**config.mk**
```make
export PLATFORM = sky130hd
export DESIGN_NAME = channel_mode_filter_config_regs
export DESIGN_NICKNAME = d
export VERILOG_FILES = /design/src/chan_cfg_pkg.sv /design/src/channel_mode_filter_config_regs.sv
export SDC_FILE = /design/constraint.sdc
export NUM_CORES = 1
export LEC_CHECK = 0
export ABC_AREA = 1
export BUFFER_PORTS_ARGS = -buffer_cell sky130_fd_sc_hd__buf_2
export CAP_MARGIN = 10
export CORE_ASPECT_RATIO = 0.7
export CORE_MARGIN = 2
export CORE_UTILIZATION = 46
export DETAILED_ROUTE_END_ITERATION = 6
export GPL_TIMING_DRIVEN = 0
export PLACE_DENSITY = 0.72
export SYNTH_ARGS = -nofsm -noshare
export SYNTH_HDL_FRONTEND = slang
export SYNTH_SLANG_ARGS = --single-unit
```
**constraint.sdc**
```tcl
create_clock -name sys_clk -period 0.8 [get_ports sys_clk]
set_clock_uncertainty 0.05 [all_clocks]
set_input_delay 0.08 -clock sys_clk [delete_from_list [all_inputs] [get_ports sys_clk]]
set_output_delay 0.08 -clock sys_clk [all_outputs]
set_load 0.005 [all_outputs]
```
**src/chan_cfg_pkg.sv**
```systemverilog
// register map, field layouts and command coding for the channel config bank
package chan_cfg_pkg;

  // ----------------------------------------------------------------
  // command byte
  // ----------------------------------------------------------------
  localparam int CMD_DIR_BIT = 7;
  localparam logic [6:0] IDX_FILTER = 7'h04;
  localparam logic [6:0] IDX_MODE   = 7'h05;
  localparam logic [6:0] IDX_RING   = 7'h06;
  localparam logic [6:0] IDX_METER  = 7'h07;

  // ----------------------------------------------------------------
  // reset values and writable bit masks
  // ----------------------------------------------------------------
  localparam logic [7:0] RST_FILTER = 8'hBF;
  localparam logic [7:0] RST_MODE   = 8'h80;
  localparam logic [7:0] RST_RING   = 8'h00;
  localparam logic [7:0] RST_METER  = 8'h00;
  localparam logic [7:0] RD_IDLE    = 8'h00;
  localparam logic [7:0] MASK_FILTER = 8'hFF;
  localparam logic [7:0] MASK_MODE   = 8'hFF;
  localparam logic [7:0] MASK_RING   = 8'h3F;
  localparam logic [7:0] MASK_METER  = 8'hBF;

  // ----------------------------------------------------------------
  // field positions
  // ----------------------------------------------------------------
  localparam int FLT_MODEM  = 7;
  localparam int FLT_HPF    = 6;
  localparam int FLT_BAND   = 5;
  localparam int FLT_NOTCH  = 4;
  localparam int FLT_TONE   = 3;
  localparam int FLT_SIG    = 2;
  localparam int FLT_FEED   = 1;
  localparam int FLT_RING   = 0;
  localparam int MD_PDOWN   = 7;
  localparam int MD_STBY    = 6;
  localparam int MD_ACTIVE  = 5;
  localparam int MD_RAMP    = 4;
  localparam int MD_SCAN    = 3;
  localparam int MD_SM_HI   = 2;
  localparam int RG_IMP     = 5;
  localparam int RG_RING    = 4;
  localparam int RG_TRIP    = 3;
  localparam int RG_RINGEN  = 2;
  localparam int RG_TG2     = 1;
  localparam int RG_TG1     = 0;
  localparam int MT_RAMPEN  = 7;
  localparam int MT_NOTCH   = 5;
  localparam int MT_FILT    = 4;
  localparam int MT_SRC     = 3;
  localparam int MT_DCSRC   = 2;
  localparam int MT_UTDSRC  = 1;
  localparam int MT_UTDEN   = 0;

  // ----------------------------------------------------------------
  // modes
  // ----------------------------------------------------------------
  typedef enum logic [2:0] {
    LINE_NORMAL_ACTIVE = 3'h0,
    LINE_EXT_RING      = 3'h1,
    LINE_INT_RING      = 3'h2,
    LINE_RING_OPEN     = 3'h3,
    LINE_TIP_OPEN      = 3'h4,
    LINE_INT_TEST      = 3'h5,
    LINE_LOW_PWR_STBY  = 3'h6,
    LINE_POWER_DOWN    = 3'h7
  } line_chip_state_t;

  typedef struct packed {
    logic modemLowpassEn;
    logic highpassBypass;
    logic meterBandpassCoefSrc;
    logic meterNotchCoefSrc;
    logic toneDetectCoefSrc;
    logic signalThreshCoefSrc;
    logic feedCurveCoefSrc;
    logic ringRampCoefSrc;
  } filter_cfg_t;

  typedef struct packed {
    logic powerDown;
    logic standby;
    logic active;
    logic ramp;
    logic ringing;
  } codec_mode_t;

  typedef struct packed {
    logic             lineChipAccess;
    line_chip_state_t lineChipState;
  } line_mode_t;

  typedef struct packed {
    logic impedanceScale;
    logic tripTypeSelect;
    logic ringGenEn;
    logic tone2En;
    logic tone1En;
    logic rampGenEn;
    logic meterNotchChar;
    logic meterFiltEn;
    logic meterSrc;
    logic meterDcSrc;
    logic toneDetectSrc;
    logic toneDetectEn;
  } gen_meter_cfg_t;

endpackage

```
**src/channel_mode_filter_config_regs.sv**
```systemverilog
// per-channel filter, mode, generator and meter configuration registers
// Functional notes
// RULE_01 - command byte bit 7 is direction, low bits index; 04H write, 84H read
// RULE_02 - filter bit 7 zero enables modem lowpass; resets to one (off)
// RULE_03 - filter bit 6 zero keeps highpass active; one bypasses it; reset zero
// RULE_04 - filter bit 5 meter bandpass coefficients: zero RAM, one ROM (reset)
// RULE_05 - filter bit 4 meter notch coefficients: zero RAM, one ROM (reset)
// RULE_06 - filter bit 3 tone detector coefficients and threshold: RAM or ROM
// RULE_07 - filter bit 2 hook, ground-key, trip thresholds: zero RAM, one ROM
// RULE_08 - filter bit 1 feed curve coefficients: zero RAM, one ROM (reset)
// RULE_09 - filter bit 0 ring and ramp generator coefficients: RAM or ROM
// RULE_10 - mode upper nibble plus ring bit set codec mode; low nibble line mode
// RULE_11 - mode bit 7 sets codec power-down; set at reset
// RULE_12 - mode bit 6 enables codec standby; resets to zero
// RULE_13 - mode bit 5 enables active, bit 4 enables ramp; both reset zero
// RULE_14 - low mode nibble used only on serial port; GCI byte used otherwise
// RULE_15 - mode bit 3 one makes the line chip accessed; reset zero
// RULE_16 - three-bit line state encodes eight line modes; reset normal active
// RULE_17 - register 06H bit 4 enables codec ringing mode
// RULE_18 - register 06H bit 3 trip type: zero AC (reset), one DC
// RULE_19 - register 07H written at 07H, read at 87H; generator and meter bits
// RULE_20 - reads return last write, reserved bits zero, defaults on reset
module channel_mode_filter_config_regs
  import chan_cfg_pkg::*;
(
  input  wire logic       sys_clk,
  input  wire logic       rst_n,
  input  wire logic       cmdValid,
  input  wire logic [7:0] cmdByte,
  input  wire logic [7:0] wrData,
  output logic      [7:0] rdData,
  output logic            rdValid,
  input  wire logic       gciPortSel,
  input  wire logic       gciLineAccess,
  input  wire logic [2:0] gciLineState,
  output filter_cfg_t     filterCfg,
  output codec_mode_t     codecMode,
  output line_mode_t      lineMode,
  output gen_meter_cfg_t  genMeterCfg
);

  // ----------------------------------------------------------------
  // helper functions
  // ----------------------------------------------------------------
  // RULE_01 write command for one index
  function automatic logic writeHit(
    input logic       valid,
    input logic [7:0] command,
    input logic [6:0] index
  );
    logic dirRead;
    logic idxMatch;
    dirRead  = command[CMD_DIR_BIT];
    idxMatch = (command[CMD_DIR_BIT-1:0] == index);
    writeHit = valid & ~dirRead & idxMatch;
  endfunction

  // RULE_20 reserved bits cleared on write
  function automatic logic [7:0] maskedValue(
    input logic [7:0] data,
    input logic [7:0] mask
  );
    maskedValue = data & mask;
  endfunction

  // RULE_20 readback selection, unmapped reads zero
  function automatic logic [7:0] readSelect(
    input logic [6:0] index,
    input logic [7:0] filterVal,
    input logic [7:0] modeVal,
    input logic [7:0] ringVal,
    input logic [7:0] meterVal
  );
    case (index)
      IDX_FILTER: readSelect = filterVal;
      IDX_MODE:   readSelect = modeVal;
      IDX_RING:   readSelect = ringVal;
      IDX_METER:  readSelect = meterVal;
      default:    readSelect = RD_IDLE;
    endcase
  endfunction

  // filter register into its controls
  function automatic filter_cfg_t decodeFilter(
    input logic [7:0] value
  );
    filter_cfg_t cfg;
    // RULE_02 modem lowpass on when the bit is zero
    cfg.modemLowpassEn       = ~value[FLT_MODEM];
    // RULE_03 highpass bypass
    cfg.highpassBypass       = value[FLT_HPF];
    // RULE_04 bandpass source
    cfg.meterBandpassCoefSrc = value[FLT_BAND];
    // RULE_05 notch source
    cfg.meterNotchCoefSrc    = value[FLT_NOTCH];
    // RULE_06 tone detector source
    cfg.toneDetectCoefSrc    = value[FLT_TONE];
    // RULE_07 threshold source
    cfg.signalThreshCoefSrc  = value[FLT_SIG];
    // RULE_08 feed curve source
    cfg.feedCurveCoefSrc     = value[FLT_FEED];
    // RULE_09 ring and ramp source
    cfg.ringRampCoefSrc      = value[FLT_RING];
    decodeFilter             = cfg;
  endfunction

  // RULE_10 codec mode from upper nibble and ring bit
  function automatic codec_mode_t decodeCodec(
    input logic [7:0] modeVal,
    input logic [7:0] ringVal
  );
    codec_mode_t cfg;
    // RULE_11 power-down bit
    cfg.powerDown = modeVal[MD_PDOWN];
    // RULE_12 standby bit
    cfg.standby   = modeVal[MD_STBY];
    // RULE_13 active and ramp
    cfg.active    = modeVal[MD_ACTIVE];
    cfg.ramp      = modeVal[MD_RAMP];
    // RULE_17 ringing mode bit
    cfg.ringing   = ringVal[RG_RING];
    decodeCodec   = cfg;
  endfunction

  // generator, trip and meter controls
  function automatic gen_meter_cfg_t decodeGenMeter(
    input logic [7:0] ringVal,
    input logic [7:0] meterVal
  );
    gen_meter_cfg_t cfg;
    cfg.impedanceScale = ringVal[RG_IMP];
    // RULE_18 trip type select
    cfg.tripTypeSelect = ringVal[RG_TRIP];
    cfg.ringGenEn      = ringVal[RG_RINGEN];
    cfg.tone2En        = ringVal[RG_TG2];
    cfg.tone1En        = ringVal[RG_TG1];
    // RULE_19 meter register fields
    cfg.rampGenEn      = meterVal[MT_RAMPEN];
    cfg.meterNotchChar = meterVal[MT_NOTCH];
    cfg.meterFiltEn    = meterVal[MT_FILT];
    cfg.meterSrc       = meterVal[MT_SRC];
    cfg.meterDcSrc     = meterVal[MT_DCSRC];
    cfg.toneDetectSrc  = meterVal[MT_UTDSRC];
    cfg.toneDetectEn   = meterVal[MT_UTDEN];
    decodeGenMeter     = cfg;
  endfunction

  // RULE_16 line state from the low nibble
  function automatic line_mode_t hostLineMode(
    input logic [7:0] modeVal
  );
    line_mode_t cfg;
    // RULE_15 line chip access
    cfg.lineChipAccess = modeVal[MD_SCAN];
    cfg.lineChipState  = line_chip_state_t'(modeVal[MD_SM_HI:0]);
    hostLineMode       = cfg;
  endfunction

  // ----------------------------------------------------------------
  // storage
  // ----------------------------------------------------------------
  logic       [7:0] regFilter;
  logic       [7:0] regMode;
  logic       [7:0] regRing;
  logic       [7:0] regMeter;
  logic       [7:0] next_regFilter;
  logic       [7:0] next_regMode;
  logic       [7:0] next_regRing;
  logic       [7:0] next_regMeter;
  logic             isRead;
  logic       [6:0] cmdIndex;
  logic             wrFilter;
  logic             wrMode;
  logic             wrRing;
  logic             wrMeter;
  line_mode_t       hostLine;
  line_mode_t       gciLine;

  // ----------------------------------------------------------------
  // command decode
  // ----------------------------------------------------------------
  // RULE_01 command decode
  assign isRead   = cmdValid & cmdByte[CMD_DIR_BIT];
  assign cmdIndex = cmdByte[CMD_DIR_BIT-1:0];
  assign wrFilter = writeHit(cmdValid, cmdByte, IDX_FILTER);
  assign wrMode   = writeHit(cmdValid, cmdByte, IDX_MODE);
  assign wrRing   = writeHit(cmdValid, cmdByte, IDX_RING);
  // RULE_19 meter register write index
  assign wrMeter  = writeHit(cmdValid, cmdByte, IDX_METER);

  // ----------------------------------------------------------------
  // filter register
  // ----------------------------------------------------------------
  // RULE_20 filter write with mask
  always_comb begin
    next_regFilter = regFilter;
    if (wrFilter) begin
      next_regFilter = maskedValue(wrData, MASK_FILTER);
    end
  end

  // RULE_02 filter defaults on reset
  always_ff @(posedge sys_clk or negedge rst_n) begin
    if (!rst_n) begin
      regFilter <= RST_FILTER;
    end else begin
      regFilter <= next_regFilter;
    end
  end

  // ----------------------------------------------------------------
  // mode register
  // ----------------------------------------------------------------
  // RULE_20 mode write with mask
  always_comb begin
    next_regMode = regMode;
    if (wrMode) begin
      next_regMode = maskedValue(wrData, MASK_MODE);
    end
  end

  // RULE_11 power-down set on reset
  always_ff @(posedge sys_clk or negedge rst_n) begin
    if (!rst_n) begin
      regMode <= RST_MODE;
    end else begin
      regMode <= next_regMode;
    end
  end

  // ----------------------------------------------------------------
  // ring and generator register
  // ----------------------------------------------------------------
  // RULE_20 reserved top bits cleared
  always_comb begin
    next_regRing = regRing;
    if (wrRing) begin
      next_regRing = maskedValue(wrData, MASK_RING);
    end
  end

  // RULE_18 ac trip on reset
  always_ff @(posedge sys_clk or negedge rst_n) begin
    if (!rst_n) begin
      regRing <= RST_RING;
    end else begin
      regRing <= next_regRing;
    end
  end

  // ----------------------------------------------------------------
  // ramp and meter register
  // ----------------------------------------------------------------
  // RULE_19 meter write, reserved bit cleared
  always_comb begin
    next_regMeter = regMeter;
    if (wrMeter) begin
      next_regMeter = maskedValue(wrData, MASK_METER);
    end
  end

  // RULE_20 meter defaults on reset
  always_ff @(posedge sys_clk or negedge rst_n) begin
    if (!rst_n) begin
      regMeter <= RST_METER;
    end else begin
      regMeter <= next_regMeter;
    end
  end

  // ----------------------------------------------------------------
  // configuration outputs
  // ----------------------------------------------------------------
  // RULE_02 controls move with the register
  always_ff @(posedge sys_clk or negedge rst_n) begin
    if (!rst_n) begin
      filterCfg <= decodeFilter(RST_FILTER);
    end else begin
      filterCfg <= decodeFilter(next_regFilter);
    end
  end

  // RULE_10 codec controls
  always_ff @(posedge sys_clk or negedge rst_n) begin
    if (!rst_n) begin
      codecMode <= decodeCodec(RST_MODE, RST_RING);
    end else begin
      codecMode <= decodeCodec(next_regMode, next_regRing);
    end
  end

  // RULE_19 generator and meter controls
  always_ff @(posedge sys_clk or negedge rst_n) begin
    if (!rst_n) begin
      genMeterCfg <= decodeGenMeter(RST_RING, RST_METER);
    end else begin
      genMeterCfg <= decodeGenMeter(next_regRing, next_regMeter);
    end
  end

  // ----------------------------------------------------------------
  // line mode
  // ----------------------------------------------------------------
  // RULE_16 host line mode
  assign hostLine = hostLineMode(regMode);

  // RULE_14 downstream byte under the gci port
  always_comb begin
    gciLine.lineChipAccess = gciLineAccess;
    gciLine.lineChipState  = line_chip_state_t'(gciLineState);
  end

  // RULE_14 line mode source select
  always_comb begin
    if (gciPortSel) begin
      lineMode = gciLine;
    end else begin
      lineMode = hostLine;
    end
  end

  // ----------------------------------------------------------------
  // read strobe
  // ----------------------------------------------------------------
  // RULE_01 answer one cycle after a read
  always_ff @(posedge sys_clk or negedge rst_n) begin
    if (!rst_n) begin
      rdValid <= 1'b0;
    end else begin
      rdValid <= isRead;
    end
  end

  // ----------------------------------------------------------------
  // read data
  // ----------------------------------------------------------------
  // RULE_20 readback of last write
  always_ff @(posedge sys_clk or negedge rst_n) begin
    if (!rst_n) begin
      rdData <= RD_IDLE;
    end else if (isRead) begin
      rdData <= readSelect(cmdIndex, regFilter, regMode, regRing, regMeter);
    end
  end

endmodule // channel_mode_filter_config_regs

```
==> out/metrics.cfg, run 1 <==
[status]
outcome = finished, violations left
violations = hold timing, setup timing

[clock_network]
clock-sinks = 39
clk_pin_slew_worst_paths_ps = 80
htree_levels = 2
cts_tree = done
clk_latency_ps = 310
root_buffer = clkbuf_8
ctsHoldBuffers = 7
cts.path.max_buffers = 2
cts_buffers = 5

[cells_and_area]
seqCellArea_um2 = 985.9
layout-area-overhead-vs-synth_pct = 70.47
fin_area_mm2 = 0.003496
multi_input_area_mm2 = 0.001135
nNetsFinal = 389
stdcell_count = 421
num_antenna_cells = 0
fillerInstances = 247
drive_above_1_share_pct = 58.74

[global_routing]
grt_pass1_wl_um = 10270
grt_usage_pct = 26.52
grt_max_degree = 40
use_met3_pct = 5.801
grt_pass1_vias = 2095
globalRouteMet2Util_pct = 43.20
met1_usage_pct = 36.10
top_usage_layer = met2
overflow = 0
grt_antenna_before_repair = 0

[die]
rows = 20
dieArea_mm2 = 0.005017
start_util_pct = 47.65
die_x_um = 83.81
chipHeight_um = 59.87
ios = 62
fp.coreArea_mm2 = 0.004304

[sta]
setup_ws_ps = -383.4
rsz0062_at_grt = true
hold_ws_ps = -158.7
slew_headroom_pct = 40.37
tightest_slew_ps = 894.4
fmax_mhz = 845.0
maxSlewViolCount = 0
setup_violations = 69
fin_crit_sh_pct = 147.9
fin_crit_ps = 1183
final-hold-violation-count = 31

[critical_path]
slowest_stage = dfstp_2
critical-path-max-stage-delay_ps = 570
crit_path_cell_trace = buf_6 > buf_6
path_buf_inv = 2
critPathTopFamily = flip-flops
crit_path_end_kind = primary output
crit_type = reg -> out
worstPathRequired_ps = 670
worstPathMaxFanout = 2
cp-start-kind = register
arrival_ps = 1050
cp_common_cell = buf_6

[yosys]
ys.flop_type = dfrtp_1
synth_async_sr_flop_share_pct = 100.0
syn_avg_cell_area_um2 = 8.405
yosysMostFrequentCell = nand2_1
synth_edf_count = 0
netlist_top_cells_count = nand2_1, dfrtp_1, nand3_1
synthTopCellsByArea = dfrtp_1, nand2_1, dfstp_2, nand3_1, o21ai_0
synth_nets = 268
yosysSeqAreaShare_pct = 48.08
ys_ff_latch = 39
syn_area_mm2 = 0.002051
synthCells = 244
synth_top_cell_by_area = dfrtp_1
yosys.area.top_type_share_pct = 37.83
synth.distinct_cells = 19
ys_warn_count = 0

[flow_run]
maxCapViolations = 0

[pwr]
p_int_mw = 3.565
seqPwrFrac_pct = 44.4
leakagePower_nw = 1.902
ir_worst_vdd_v = 0.0009673
clkPwrFrac_pct = 36.2
switching_share_pct = 26.81
power.net_switching_mw = 1.306
p_comb_share_pct = 19.4
power_density_mw_per_mm2 = 1393
total_power_mw = 4.871

[routing]
wire_per_inst_um = 17.99
drt_iter0_drc = 331
routed_wl_um = 7575
via_per_inst = 5.504
ant_nets = 0
vias = 2317
dr.pass1.iters = 5
drc = 0

[placed_design]
pre_cts_slack_ps = -560.9
gp_congestion = 0.8347
placed_cell_area_mm2 = 0.002535
io_buffers = 61
dp_hpwl_um = 3798
dp_cells = 360

[hold_path]
hold_class = in -> async

[state kept, by name, summed over array words and instances (netlist names)]
signal,cells
regMeter,7
regMode,8
filterCfg,1
rdData,8
regFilter,8
rdValid,1
regRing,6
[power groups by stage]
stage | registers, mW | clock network [mW] | logic [mW]
floorplan | 2.17 | 0 | 0.300
global placement | 2.18 | 0 | 0.563
detailed placement | 2.18 | 0 | 0.575
CTS | 2.15 | 1.70 | 0.820
global route | 2.17 | 1.84 | 1.01
finish | 2.16 | 1.76 | 0.946
[worst register-to-register path, stage by stage (launching register included)]
cell     delay [ps]
dfstp_2         560
buf_6           110
nand3_2          60
nand2_2         100
o21ai_2          80
nand2_1          80
[what timing repair did]
item | 4_1_cts | 5_1_grt
pin swaps | 30 | 39
setup buffers | 29 | 17
hold endpoints to repair | 44 | 31
cloned | 3 | 0
endpoints found under the setup margin | 76 | 76
gates resized for setup | 87 | 49
[cells in the final DEF, fill, tap and decap left out]
master / instances
buf_12: 2
buf_2: 47
buf_4: 23
buf_6: 47
buf_8: 2
bufinv_16: 1
clkbuf_4: 1
clkbuf_8: 6
clkinv_2: 2
dfrtp_1: 31
dfstp_2: 8
dlygate4sd3_1: 7
inv_1: 3
inv_16: 2
inv_2: 5
inv_4: 1
inv_8: 2
nand2_1: 73
nand2_2: 14
nand2_4: 7
nand2_8: 3
nand3_1: 16
nand3_2: 13
nor2_4: 6
nor2_8: 4
o21a_1: 2
o21ai_0: 4
o21ai_1: 15
o21ai_2: 19
[final timing paths]
kind                            depth (start not counted)    startpoint            to  slack [ps]
worst max-delay path                                    2  regFilter[5]  filterCfg[5]        -380
worst min-delay path                                    1         rst_n    regRing[5]        -160
worst max register to register                          5  regFilter[0]     rdData[0]        -290
worst min register to register                          2     rdData[1]     rdData[1]         430
max in group asynchronous                               1         rst_n    regMode[2]         300
min in group sys_clk                                    4     wrData[7]  filterCfg[7]          40
[through the flow]
stage                     setup TNS, ps  hold slack (ps)  utilization (%)
after floorplan                   -3605           -265.6                -
final                            -12310           -158.7            81.22
after global placement           -18600            190.3            58.90
after CTS                         -9862           -117.7            75.41
after global routing             -14390           -108.7            81.22
after detailed placement         -19050            190.9            58.90
[layout make-up]
cell class / instances / area share (%)
buffer: 16 / 4.868
clock buffer: 6 / 2.362
clock inverter: 2 / 1.002
inverter: 14 / 2.971
multi-input combinational: 176 / 32.46
sequential: 39 / 28.20
tap: 55 / 1.969
timing repair buffer: 113 / 26.16
[layer usage]
| layer | routed length, um | up-vias |
|---|---|---|
| met5 | 0 | - |
| met4 | 314 | 0 |
| met3 | 725 | 48 |
| met2 | 3590 | 165 |
| met1 | 2944 | 1082 |
| li1 | - | 1022 |
[cell families (layout without fill, tap and decap cells)]
logic type / count (synthesis) / in the layout / share of synthesized area (%)
AND/OR/NAND/NOR: 134 / 136 / 32.89
flip-flops: 39 / 39 / 48.08
buffers and inverters: 31 / 151 / 8.846
AO/OA/AOI/OAI: 40 / 40 / 10.19
Note: power is estimated with default switching activity, not from simulation.
==> run 2: changes to the inputs <==
--- a/config.mk
+++ b/config.mk
@@ -8,9 +8,11 @@
 export ABC_AREA = 1
 export BUFFER_PORTS_ARGS = -buffer_cell sky130_fd_sc_hd__buf_2
 export CAP_MARGIN = 10
+export CELL_PAD_IN_SITES_DETAIL_PLACEMENT = 1
+export CELL_PAD_IN_SITES_GLOBAL_PLACEMENT = 1
 export CORE_ASPECT_RATIO = 0.7
 export CORE_MARGIN = 2
-export CORE_UTILIZATION = 46
+export CORE_UTILIZATION = 33
 export DETAILED_ROUTE_END_ITERATION = 6
 export GPL_TIMING_DRIVEN = 0
 export PLACE_DENSITY = 0.72
==> out/metrics.cfg, run 2 (synthesis results as in run 1) <==
[status]
outcome = finished, violations left
violations = hold timing, setup timing

[placed_design]
placed_cell_area_mm2 = 0.002560  ; +0.99%
gp_congestion = 0.7585  ; -9.1%
io_buffers = 61  ; unchanged
dp_cells = 380  ; +5.6%
dp_hpwl_um = 4536  ; +19%

[die]
ios = 62  ; unchanged
die_x_um = 98.22  ; +17%
dieArea_mm2 = 0.006871  ; +37%
fp.coreArea_mm2 = 0.005871  ; +36%
chipHeight_um = 69.96  ; +17%
rows = 23  ; +15%
start_util_pct = 34.93  ; -13 points

[routing]
drt-met1-wl_um = 4174  ; +42%
drc = 0  ; unchanged
routed_wl_um = 9947  ; +31%
met3_length_um = 539  ; -26%
wire_per_inst_um = 22.06  ; +23%
vias = 2347  ; +1.3%
drt_iter0_drc = 176  ; -47%
routed.top_layer = met4
dr.pass1.iters = 4  ; -1
ant_nets = 0  ; unchanged
via_per_inst = 5.204  ; -5.4%
wl_met2_um = 4827  ; +34%

[critical_path]
path_buf_inv = 2  ; unchanged
slowest_stage = dfstp_2
crit_path_cell_trace = buf_6 > buf_6
arrival_ps = 1060  ; about the same
crit_path_end_kind = primary output
critical-path-max-stage-delay_ps = 580  ; about the same
worstPathMaxFanout = 2  ; unchanged
worstPathRequired_ps = 670  ; about the same
cp-start-kind = register
critPathTopFamily = flip-flops
cp_common_cell = buf_6
crit_type = reg -> out

[pwr]
clkPwrFrac_pct = 31.7  ; -4.5 points
ir_worst_vdd_v = 0.0008343  ; -14%
switching_share_pct = 30.20  ; +3.4 points
total_power_mw = 4.712  ; -3.3%
seqPwrFrac_pct = 46.1  ; +1.7 points
power.net_switching_mw = 1.423  ; +9.0%
power_density_mw_per_mm2 = 1280  ; -8.1%
p_int_mw = 3.289  ; -7.7%
leakagePower_nw = 1.939  ; +1.9%
p_comb_share_pct = 22.3  ; +2.9 points

[global_routing]
grt_usage_pct = 23.87  ; -2.7 points
grt_max_degree = 40  ; unchanged
grt_pass1_vias = 2360  ; +13%
overflow = 0  ; unchanged
grt_pass1_wl_um = 12590  ; +23%
grt_antenna_before_repair = 0  ; unchanged

[clock_network]
htree_levels = 2  ; unchanged
clk_latency_ps = 310  ; about the same
ctsHoldBuffers = 7  ; unchanged
cts_buffers = 5  ; unchanged
clk_pin_slew_worst_paths_ps = 90  ; about the same
clock-sinks = 39  ; unchanged
root_buffer = clkbuf_8
cts.path.max_buffers = 2  ; unchanged
cts_tree = done

[cells_and_area]
largestRegisters = rdData: 8 flops, regFilter: 8 flops, regMode: 8 flops
final_common_cell = nand2_1
num_antenna_cells = 0  ; unchanged
drive_above_1_share_pct = 61.70  ; +3.0 points
nNetsFinal = 399  ; +2.6%
final_cell_mix = nand2_1, buf_2, buf_6, buf_4, dfrtp_1
fin_area_mm2 = 0.003681  ; +5.3%
fillerInstances = 666  ; +170%
layout-area-overhead-vs-synth_pct = 79.50
stdcell_count = 451  ; +7.1%

[hold_path]
hold_class = in -> async

[sta]
fin_crit_ps = 1187  ; +3.659 ps
setup_violations = 76  ; +10%
hold_ws_ps = -161.0  ; -2.357 ps
fmax_mhz = 842.4  ; -0.31%
setup_ws_ps = -387.1  ; -3.659 ps
tightest_slew_ps = 908.0  ; +13.60 ps
maxSlewViolCount = 0  ; unchanged
final-hold-violation-count = 31  ; unchanged
slew_headroom_pct = 39.47  ; -0.91 points
rsz0062_at_grt = true
fin_crit_sh_pct = 148.4  ; +0.46 points

[flow_run]
maxCapViolations = 0  ; unchanged

run 2: power groups by stage:
stage               clock network (mW)  logic, mW  registers [mW]
global placement                     0      0.574            2.19
global route                      1.58       1.11            2.18
CTS                               1.42      0.859            2.15
floorplan                            0      0.300            2.17
finish                            1.49       1.05            2.17
detailed placement                   0      0.591            2.19
run 2: what timing repair did:
item                       CTS  global route
gates resized for setup     93            59
setup buffers               29            24
gates cloned                 3             0
pin swaps                   30            36
hold endpoints to repair    42            31
setup endpoints to repair   76            76
run 2: metal layers:
metal	global-route usage (%)	up-vias
met5	0	-
met4	6.697	0
met3	5.405	31
met2	40.64	102
met1	30.62	1165
li1	-	1049
run 2: final cells by class:
class / instances / area [um2] / share of cell area (%)
well taps: 75 / 93.84 / 2.549
repair buffers: 122 / 982.2 / 26.68
inverters: 14 / 106.4 / 2.889
clock buffers: 7 / 86.33 / 2.345
flip-flops and latches: 39 / 985.9 / 26.78
clock inverters: 1 / 5.005 / 0.1360
plain buffers: 17 / 181.4 / 4.929
multi-input cells: 176 / 1240 / 33.68
run 2: metrics by stage:
step	setup TNS [ps]	utilization (%)	worst slack, ps	hold WS, ps
after global routing	-16270	62.70	-419.3	-95.55
final	-14280	62.70	-387.1	-161.0
after global placement	-20580	43.61	-582.7	203.3
after detailed placement	-21780	43.61	-620.6	207.6
after CTS	-10560	55.75	-356.7	-111.9
after floorplan	-3605	-	-176.9	-265.6
run 2: path summary, 6_finish.rpt:
kind,slack [ps],endpoint,cells after the start,startpoint
max in group asynchronous,270,regMode[2],1,rst_n
worst min register to register,450,rdData[3],2,rdData[3]
min in group sys_clk,100,filterCfg[7],4,wrData[7]
worst max-delay path,-390,filterCfg[0],2,regFilter[0]
worst max register to register,-370,rdData[0],5,regFilter[0]
worst min-delay path,-160,rdData[4],1,rst_n
